--- src/common/lcgis_defs.svh ---
// Constants of the logic cell gate input select stage: register byte offsets,
// field positions, reset values and bus widths.
// Assumes inclusion by bare name from the package, the checker and the bench.
`ifndef LCGIS_DEFS_SVH
`define LCGIS_DEFS_SVH

`define LCGIS_ADDR_W        8
`define LCGIS_DATA_W        32

`define LCGIS_OFF_SEL1      8'h00
`define LCGIS_OFF_SEL2      8'h04
`define LCGIS_OFF_SEL3      8'h08
`define LCGIS_OFF_SEL4      8'h0C
`define LCGIS_OFF_GATE1     8'h10
`define LCGIS_OFF_GATE2     8'h14
`define LCGIS_OFF_GATE3     8'h18
`define LCGIS_OFF_POL       8'h1C
`define LCGIS_OFF_STATUS    8'h20

`define LCGIS_SEL_MSB       4
`define LCGIS_SEL_LSB       0
`define LCGIS_SEL_W         5
`define LCGIS_GLS_W         8
`define LCGIS_NUM_DATA      4
`define LCGIS_NUM_GATES     3

`define LCGIS_RST_SEL       5'h00
`define LCGIS_RST_GLS       8'h00
`define LCGIS_RST_POL       3'h0
`define LCGIS_RST_GATE      3'h0
`define LCGIS_RST_WORD      32'h0000_0000

`endif

--- src/common/lcgis_pkg.sv ---
// Types of the logic cell gate input select stage.
// Assumes lcgis_defs.svh is on the include path.
`include "lcgis_defs.svh"

package lcgis_pkg;

    typedef struct packed {
        logic [`LCGIS_ADDR_W-1:0] paddr;
        logic                     psel;
        logic                     penable;
        logic                     pwrite;
        logic [`LCGIS_DATA_W-1:0] pwdata;
    } lcgis_apb_req_t;

    typedef struct packed {
        logic [`LCGIS_DATA_W-1:0] prdata;
        logic                     pready;
        logic                     pslverr;
    } lcgis_apb_rsp_t;

    typedef struct packed {
        logic [`LCGIS_NUM_DATA-1:0][`LCGIS_SEL_W-1:0]  srcSel;
        logic [`LCGIS_NUM_GATES-1:0][`LCGIS_GLS_W-1:0] gateEnable;
        logic [`LCGIS_NUM_GATES-1:0]                   gateInvert;
        logic [`LCGIS_NUM_GATES-1:0]                   gateOut;
        lcgis_apb_rsp_t                                rsp;
    } lcgis_state_t;

endpackage

--- src/rtl/lcgis_top.sv ---
// Gate input select stage of a configurable logic cell, with an APB slave.
// Assumes a synchronous source bus and an APB master on the same clock.
//
// How it works
// Five-bit field bits 4..0 selects the fourth data input's source.
// Fourth selector bits 7..5 read zero and ignore writes.
// Gate one enables: odd bit true, even bit inverted, inputs four down to one.
// Gate two enable register uses the gate one layout.
// Gate three enable register uses the same layout; bit 0 is inverted input one.
// A cleared enable bit excludes that version; every bit acts independently.
// Selectors and enables are read/write and survive non-power resets.
// Data inputs one to three have their own five-bit selectors.
// Each gate output has its own polarity bit; set inverts it.
// A gate ORs its enabled versions, zero if none; inverted is the complement.
`timescale 1ns/1ps
`default_nettype none

module lcgis_top
    import lcgis_pkg::*;
#(
    parameter int NUM_SOURCES = 32
) (
    // Clock and reset.
    input  wire logic                       clk,
    input  wire logic                       rst,
    // APB slave.
    input  wire lcgis_apb_req_t             apbReq,
    output lcgis_apb_rsp_t                  apbRsp,
    // Source signals that the selectors choose from.
    input  wire logic [NUM_SOURCES-1:0]     sourceBus,
    // Gate outputs after polarity, toward the cell logic.
    output logic [`LCGIS_NUM_GATES-1:0]     gateOut
);

    lcgis_state_t state_reg;
    lcgis_state_t state_next;

    logic [`LCGIS_NUM_DATA-1:0]  dataTrue;
    logic [`LCGIS_NUM_GATES-1:0] gateComb;
    logic                        setupPhase;
    logic                        writeTaken;
    logic                        addrHit;
    logic [`LCGIS_DATA_W-1:0]    readWord;
    logic [`LCGIS_SEL_W-1:0]     writeSel;

    // Each data input takes the source that its selector names; a selector
    // value beyond the source count yields logic zero.
    always_comb
    begin
        for (int d = 0; d < `LCGIS_NUM_DATA; d++)
        begin
            if (int'(state_reg.srcSel[d]) < NUM_SOURCES)
            begin
                dataTrue[d] = sourceBus[state_reg.srcSel[d]];
            end
            else
            begin
                dataTrue[d] = 1'b0;
            end
        end
    end

    genvar g;
    generate
        for (g = 0; g < `LCGIS_NUM_GATES; g++)
        begin : gGate
            lcgis_gate #(
                .NUM_INPUTS (`LCGIS_NUM_DATA)
            ) uGate (
                .dataTrue (dataTrue),
                .enable   (state_reg.gateEnable[g]),
                .invert   (state_reg.gateInvert[g]),
                .gateOut  (gateComb[g])
            );
        end
    endgenerate

    assign setupPhase = apbReq.psel & ~apbReq.penable;
    // The slave answers in the first access cycle, so a write lands there.
    assign writeTaken = apbReq.psel & apbReq.penable & state_reg.rsp.pready & apbReq.pwrite;
    assign writeSel   = apbReq.pwdata[`LCGIS_SEL_MSB:`LCGIS_SEL_LSB];

    // Read mux, evaluated in the setup cycle and registered for the access.
    always_comb
    begin
        readWord = `LCGIS_RST_WORD;
        addrHit  = 1'b1;
        case (apbReq.paddr)
            `LCGIS_OFF_SEL1:   readWord[`LCGIS_SEL_MSB:`LCGIS_SEL_LSB] = state_reg.srcSel[0];
            `LCGIS_OFF_SEL2:   readWord[`LCGIS_SEL_MSB:`LCGIS_SEL_LSB] = state_reg.srcSel[1];
            `LCGIS_OFF_SEL3:   readWord[`LCGIS_SEL_MSB:`LCGIS_SEL_LSB] = state_reg.srcSel[2];
            `LCGIS_OFF_SEL4:   readWord[`LCGIS_SEL_MSB:`LCGIS_SEL_LSB] = state_reg.srcSel[3];
            `LCGIS_OFF_GATE1:  readWord[`LCGIS_GLS_W-1:0] = state_reg.gateEnable[0];
            `LCGIS_OFF_GATE2:  readWord[`LCGIS_GLS_W-1:0] = state_reg.gateEnable[1];
            `LCGIS_OFF_GATE3:  readWord[`LCGIS_GLS_W-1:0] = state_reg.gateEnable[2];
            `LCGIS_OFF_POL:    readWord[`LCGIS_NUM_GATES-1:0] = state_reg.gateInvert;
            `LCGIS_OFF_STATUS: readWord[`LCGIS_NUM_GATES-1:0] = state_reg.gateOut;
            default:           addrHit = 1'b0;
        endcase
    end

    always_comb
    begin
        state_next = state_reg;

        // Zero-wait APB: ready and data rise for the access cycle only.
        state_next.rsp.pready  = setupPhase;
        state_next.rsp.pslverr = setupPhase & ~addrHit;
        state_next.rsp.prdata  = (setupPhase & ~apbReq.pwrite & addrHit)
                                 ? readWord : `LCGIS_RST_WORD;

        if (writeTaken)
        begin
            case (apbReq.paddr)
                `LCGIS_OFF_SEL1:  state_next.srcSel[0] = writeSel;
                `LCGIS_OFF_SEL2:  state_next.srcSel[1] = writeSel;
                `LCGIS_OFF_SEL3:  state_next.srcSel[2] = writeSel;
                `LCGIS_OFF_SEL4:  state_next.srcSel[3] = writeSel;
                `LCGIS_OFF_GATE1:
                    state_next.gateEnable[0] = apbReq.pwdata[`LCGIS_GLS_W-1:0];
                `LCGIS_OFF_GATE2:
                    state_next.gateEnable[1] = apbReq.pwdata[`LCGIS_GLS_W-1:0];
                `LCGIS_OFF_GATE3:
                    state_next.gateEnable[2] = apbReq.pwdata[`LCGIS_GLS_W-1:0];
                `LCGIS_OFF_POL:
                    state_next.gateInvert = apbReq.pwdata[`LCGIS_NUM_GATES-1:0];
                default:
                begin
                end
            endcase
        end

        // Gate outputs are sampled every cycle so the pins come from flops;
        // this costs one clock of latency against the asynchronous original.
        state_next.gateOut = gateComb;
    end

    // The only reset here stands for power-on, which leaves the selection in a
    // known zero state; there is no other reset that could disturb it.
    always_ff @(posedge clk)
    begin
        if (rst)
        begin
            for (int d = 0; d < `LCGIS_NUM_DATA; d++)
            begin
                state_reg.srcSel[d] <= `LCGIS_RST_SEL;
            end
            for (int k = 0; k < `LCGIS_NUM_GATES; k++)
            begin
                state_reg.gateEnable[k] <= `LCGIS_RST_GLS;
            end
            state_reg.gateInvert  <= `LCGIS_RST_POL;
            state_reg.gateOut     <= `LCGIS_RST_GATE;
            state_reg.rsp.prdata  <= `LCGIS_RST_WORD;
            state_reg.rsp.pready  <= 1'b0;
            state_reg.rsp.pslverr <= 1'b0;
        end
        else
        begin
            state_reg <= state_next;
        end
    end

    assign apbRsp  = state_reg.rsp;
    assign gateOut = state_reg.gateOut;

endmodule // lcgis_top

`default_nettype wire

--- src/rtl/lcgis_gate.sv ---
// One input gate: ORs the enabled true and inverted data inputs, then applies
// the gate's polarity. Purely combinational; the caller registers the result.
`timescale 1ns/1ps
`default_nettype none

module lcgis_gate #(
    parameter int NUM_INPUTS = 4
) (
    // Selected data inputs, true versions.
    input  wire logic [NUM_INPUTS-1:0]   dataTrue,
    // Enables: odd bit admits the true version, even bit the inverted one.
    input  wire logic [2*NUM_INPUTS-1:0] enable,
    input  wire logic                    invert,
    // Gate result after polarity.
    output logic                         gateOut
);

    logic [2*NUM_INPUTS-1:0] versions;

    always_comb
    begin
        for (int i = 0; i < NUM_INPUTS; i++)
        begin
            versions[2*i+1] = dataTrue[i];
            versions[2*i]   = ~dataTrue[i];
        end
        // With no enable set the OR is zero before polarity.
        gateOut = (|(versions & enable)) ^ invert;
    end

endmodule // lcgis_gate

`default_nettype wire

--- config.mk ---
export PLATFORM = sky130hd
export DESIGN_NAME = lcgis_top
export DESIGN_NICKNAME = d
export VERILOG_FILES = /design/src/common/lcgis_pkg.sv /design/src/rtl/lcgis_top.sv /design/src/rtl/lcgis_gate.sv
export VERILOG_INCLUDE_DIRS = /design/src /design/src/common
export SDC_FILE = /design/constraint.sdc
export NUM_CORES = 1
export LEC_CHECK = 0
export BUFFER_PORTS_ARGS = -buffer_cell sky130_fd_sc_hd__buf_2
export CORE_AREA = 4 4 95 106
export DETAILED_ROUTE_END_ITERATION = 10
export DIE_AREA = 0 0 99 110
export PLACE_DENSITY = 0.78
export SYNTH_ARGS = -nofsm -noshare
export SYNTH_HDL_FRONTEND = slang
export SYNTH_SLANG_ARGS = --single-unit
export TNS_END_PERCENT = 100
--- constraint.sdc ---
create_clock -name clk -period 2.15 [get_ports clk]
set_clock_uncertainty 0.2 [all_clocks]
set_input_delay 0.43 -clock clk [delete_from_list [all_inputs] [get_ports clk]]
set_output_delay 0.43 -clock clk [all_outputs]
set_load 0.02 [all_outputs]
==> impl_metrics.toml, run 1 <==
[timing]
slew_viol_final = 0
min_period_ps = 2550
finalSetupViolCount = 3
max_slew.worst_pin.slew_ps = 533
finalHoldViolations = 0
final.period_utilization_pct = 119
relSlewSlack_pct = 64.4
unrepaired_setup_endpoints_after_global_routing = "true"
setup_ws_ps = -401
fmax_mhz = 392

[die]
floorplan.io_pins = 114
die_h_um = 110
die_width_um = 99
row_count = 36
core_um2 = 8870
design.die.area_um2 = 10900
start_util_pct = 49.1

[clocking]
cts_htree_levels = 3
clk_pin_slew_worst_paths_ps = 60
cts_inserted_buffers = 9
clock_sink_count = 60
ctsLongestPathBuffers = 2
cts_hold_buf = 0
cts_tree = "done"
clk_root_buffer_cell = "sky130_fd_sc_hd__clkbuf_8"
clock_insertion_delay_worst_skew_ps = 340

[logic_synthesis]
ys.warnings.count = 0
synth-compound-area-share_pct = 15.6
synthSimpleGateAreaFrac_pct = 21.4
seq_total_area_yosys_pct = 27.6
post_synth_inst_count = 523
synth_top_family_by_area = "multiplexers"
post_synth_instance_area_um2 = 4360
synth.lib_cells_used.distinct = 46
synthXorXnorAreaFrac_pct = 0
avgSynthCellArea_um2 = 8.33
yosys.area_share.adder_pct = 0
post_synth_mux_area_share_pct = 23.8
yosys_register_bits = 60

[worst_setup_path]
required_time_of_the_worst_setup_path_ps = 2180
crit_type = "reg2reg"
worstPathMaxFanout = 8
crit_arrival_ps = 2580
start_kind = "flip-flop"
worstSetupEndpointType = "flip-flop"

[cells_and_area]
mostFrequentLayoutCell = "sky130_fd_sc_hd__mux2i_1"
nFillCells = 785
diodes = 0
layout-drive-gt1-share_pct = 29.3
largest_register_ff_count = 47
layout.nets = 694
top_library_cells_by_usage_in_the_layout_fill_and_taps_aside = "sky130_fd_sc_hd__mux2i_1, sky130_fd_sc_hd__nand2_1, sky130_fd_sc_hd__buf_2"
finish.instance_area_um2 = 5380
synthToLayoutAreaGrowth_pct = 23.4

[job]
maxCapViolCount = 0

[power]
power.density_cell_area_nw_per_um2 = 486
power.ir.vdd_worst_mv = 0.612
static-leakage-power_nw = 2.12
power.total_w = 0.00261

[hold_path]
hp-class = "in2reg"

[drt]
antenna_violating_nets_post_route = 0
routed_wire_length_per_instance_um = 18.1
routed_wl_um = 13300
vias = 4235
drt_first_iter_violations = 286
detail_route.drc_violations = 0
drt-vias-per-instance = 5.75
drt_first_pass_iters = 5

[place]
buffer_ports.inserted = 65
placed_cell_area_um2 = 4910
dpl.hpwl_um = 10000
gp_congestion = 0.948

[global_routing]
via_count_of_the_first_global_routing_pass = 4174
grt_overflow = 0
gr-usage-all-layers_pct = 24.1
grt_start_max_net_pins = 54
antenna_violations_before_repair = 0
global_route_wire_length_before_repair_um = 20600

[outcome]
violated_checks = "setup timing"
run_status = "finished, violations left"
[final cells by class]
class / instances / area, um2 / share of cell area (%)
Timing Repair Buffer: 128 / 948 / 17.6
Sequential cell: 60 / 1210 / 22.6
Clock inverter: 3 / 67.6 / 1.26
Clock buffer: 13 / 169 / 3.14
Inverter: 2 / 7.51 / 0.140
Tap cell: 114 / 143 / 2.65
Multi-Input combinational cell: 416 / 2830 / 52.6
[logic make-up after synthesis]
group	Yosys count
simple gates	193
mux	103
compound gates	96
buf+inv	70
flops	60
other cells	1
[critical path, cell delays in order, from the launching register on]
cell and delay [ps]:
sky130_fd_sc_hd__dfxtp_4 390, sky130_fd_sc_hd__buf_12 150, sky130_fd_sc_hd__mux2i_2 230, sky130_fd_sc_hd__a22oi_2 100, sky130_fd_sc_hd__nand3_1 90, sky130_fd_sc_hd__nand2_2 70
sky130_fd_sc_hd__a311oi_4 340, sky130_fd_sc_hd__buf_6 170, sky130_fd_sc_hd__mux2i_1 200, sky130_fd_sc_hd__nand4_1 160, sky130_fd_sc_hd__mux2_1 330
[final timing paths]
path                                 to  cells after the start                        from  slack (ps)
max               gateOut[0]$_SDFF_PP0_                     10  state_reg[80]$_SDFFE_PP0P_        -400
min                apbRsp[1]$_SDFF_PP0_                      3                  apbReq[34]         140
max reg2reg       gateOut[0]$_SDFF_PP0_                     10  state_reg[80]$_SDFFE_PP0P_        -400
min reg2reg  state_reg[48]$_SDFFE_PP0P_                      2  state_reg[48]$_SDFFE_PP0P_         270
[routing by layer]
layer | vias to the layer above | track usage (%) | wire [um]
li1 | 2018 | - | -
met1 | 1984 | 27.1 | 5160
met2 | 184 | 43.1 | 6650
met3 | 49 | 4.41 | 845
met4 | 0 | 13.6 | 636
met5 | - | 0 | 0
[stage by stage]
step	hold slack, ps	std cells	utilization [%]	TNS, ps	setup WS [ps]
floorplan	244	546	-	-240	-80.0
global placement	261	715	55.4	-1390	-379
detailed placement	265	715	55.4	-1570	-412
CTS	136	735	60.0	-1100	-377
global route	169	736	60.6	-1440	-496
finish	137	736	60.6	-1190	-401
[what timing repair did]
action | CTS | global route
endpoints found under the setup margin | 3 | 3
setup buffers | 1 | 1
endpoints found under the hold margin | 0 | 0
pin swaps | 7 | 7
gates cloned | 3 | 0
gates resized for setup | 25 | 10
[where the power goes]
part / internal (W) / switching (W)
registers: 0.00111 / 0.000000524
logic: 0.000108 / 0.000200
clock network: 0.000748 / 0.000447
[Yosys cell counts, drive strengths merged]
cell type	count	area, um2
o31ai	1	7.51
a221oi	1	8.76
a32oi	3	26.3
nand2b	4	25.0
nor2b	8	50.1
o22ai	1	12.5
buf	51	433
nand2	67	251
mux2i	98	981
conb	1	3.75
nor3	3	15.0
nor3b	1	12.5
a222oi	3	30.0
a31oi	3	18.8
nand3	43	215
clkbuf	17	63.8
or3	1	6.26
dfxtp	60	1200
inv	2	7.51
and2b	3	25.0
or2b	1	7.51
a211oi	5	52.6
a311oi	4	93.8
and3	8	57.6
and4	1	8.76
mux2	5	56.3
nand4	5	31.3
nor4	2	12.5
o21ai	6	30.0
nand4b	5	43.8
a21oi	48	244
nor2	35	131
and2	6	37.5
a22oi	21	158
No activity file was read; power rests on OpenSTA's default activity.
==> inputs of run 2 (changes only) <==
RECOVER_POWER = 50   (was unset)
==> impl_metrics.toml, run 2 (synthesized netlist as in run 1, its figures left out) <==
[timing]
relSlewSlack_pct = 56.6
setup_ws_ps = -398
finalHoldViolations = 0
unrepaired_setup_endpoints_after_global_routing = "true"
slew_viol_final = 0
fmax_mhz = 393
min_period_ps = 2550
finalSetupViolCount = 3
hold_ws_ps = 135
final.period_utilization_pct = 118
max_slew.worst_pin.slew_ps = 650

[power]
power.total_w = 0.00261
power.ir.vdd_worst_mv = 0.611
static-leakage-power_nw = 2.03
power.density_cell_area_nw_per_um2 = 489

[place]
placed_cell_area_um2 = 4910
gp_congestion = 0.948
dp_cells = 715
buffer_ports.inserted = 65
dpl.hpwl_um = 10000

[cells_and_area]
post-route-util_pct = 60.1
layout.nets = 694
diodes = 0
layout-drive-gt1-share_pct = 25.7
finish.instance_area_um2 = 5340
largest_register_ff_count = 47
final_cells = 736
synthToLayoutAreaGrowth_pct = 22.4
top_library_cells_by_usage_in_the_layout_fill_and_taps_aside = "sky130_fd_sc_hd__mux2i_1, sky130_fd_sc_hd__nand2_1, sky130_fd_sc_hd__dfxtp_1"
mostFrequentLayoutCell = "sky130_fd_sc_hd__mux2i_1"

[drt]
vias = 4257
drt-vias-per-instance = 5.78
antenna_violating_nets_post_route = 0
routed_wire_length_per_instance_um = 18.1
drt_first_iter_violations = 279
detail_route.drc_violations = 0
drt_first_pass_iters = 5
routed_wl_um = 13300

[worst_setup_path]
crit_type = "reg2reg"
start_kind = "flip-flop"
worstSetupEndpointType = "flip-flop"
required_time_of_the_worst_setup_path_ps = 2180
crit_arrival_ps = 2580
worstPathMaxFanout = 8

[hold_path]
hp-class = "in2reg"

[clocking]
clk_pin_slew_worst_paths_ps = 60
clock_sink_count = 60
cts_inserted_buffers = 9
clock_insertion_delay_worst_skew_ps = 350
cts_htree_levels = 3
clk_root_buffer_cell = "sky130_fd_sc_hd__clkbuf_8"
cts_tree = "done"
ctsLongestPathBuffers = 2

[global_routing]
global_route_wire_length_before_repair_um = 20600
via_count_of_the_first_global_routing_pass = 4174
gr-usage-all-layers_pct = 24.1
grt_overflow = 0
antenna_violations_before_repair = 0
grt_start_max_net_pins = 54

[die]
die_width_um = 99
core_um2 = 8870
die_h_um = 110
design.die.area_um2 = 10900
start_util_pct = 49.1
floorplan.io_pins = 114
row_count = 36

[job]
maxCapViolCount = 0

[outcome]
run_status = "finished, violations left"
violated_checks = "setup timing"
run 2: changes by cell type in the layout (fill, tap and decap cells not counted):
cell,delta
sky130_fd_sc_hd__and2_0,+2
sky130_fd_sc_hd__nor3b_2,-1
sky130_fd_sc_hd__buf_4,-5
sky130_fd_sc_hd__nor3b_1,+1
sky130_fd_sc_hd__buf_2,-17
sky130_fd_sc_hd__clkbuf_1,+21
sky130_fd_sc_hd__and2_1,-2
sky130_fd_sc_hd__clkbuf_2,+1
run 2: area by class of cell:
class,instances,area (um2)
Tap cell,114,143
Timing Repair Buffer,128,910
Inverter,2,7.51
Sequential cell,60,1210
Clock inverter,3,67.6
Fill cell,810,3540
Clock buffer,13,169
Multi-Input combinational cell,416,2830
run 2: worst paths after layout:
path,from,end,slack [ps],depth (start not counted)
max,state_reg[80]$_SDFFE_PP0P_,gateOut[0]$_SDFF_PP0_,-400,10
min,apbReq[34],apbRsp[1]$_SDFF_PP0_,130,3
max reg2reg,state_reg[80]$_SDFFE_PP0P_,gateOut[0]$_SDFF_PP0_,-400,10
min reg2reg,state_reg[48]$_SDFFE_PP0P_,state_reg[48]$_SDFFE_PP0P_,270,2
run 2: critical path, cell delays in order, from the launching register on:
cell and delay, ps:
sky130_fd_sc_hd__dfxtp_4 390, sky130_fd_sc_hd__buf_12 150, sky130_fd_sc_hd__mux2i_2 230, sky130_fd_sc_hd__a22oi_2 100, sky130_fd_sc_hd__nand3_1 90, sky130_fd_sc_hd__nand2_2 70, sky130_fd_sc_hd__a311oi_4 340, sky130_fd_sc_hd__buf_6 170
sky130_fd_sc_hd__mux2i_1 200, sky130_fd_sc_hd__nand4_1 160, sky130_fd_sc_hd__mux2_1 330
run 2: report_power, final:
group	switching, W	total, W	internal (W)
Sequential	0.000000566	0.00111	0.00111
Combinational	0.000201	0.000306	0.000105
Clock	0.000446	0.00119	0.000748
run 2: timing repair:
action	4_1_cts	5_1_grt
setup buffers	1	1
endpoints found under the hold margin	0	0
resized for setup	25	10
hold buffers	0	0
cloned	3	0
setup endpoints to repair	3	3
pin swaps	7	7
run 2: stage by stage:
step | worst slack (ps) | TNS (ps)
2_1_floorplan | -80.0 | -240
3_3_place_gp | -379 | -1390
3_5_place_dp | -412 | -1570
4_1_cts | -377 | -1100
5_1_grt | -496 | -2250
6_report | -398 | -1180
run 2: per-layer routing:
metal / routed length [um] / share of wire [%] / global-route usage [%]
met1: 5180 / 39 / 27.1
met5: 0 / 0 / 0
met4: 656 / 4.9 / 13.6
met2: 6630 / 50 / 43.1
met3: 850 / 6.4 / 4.41
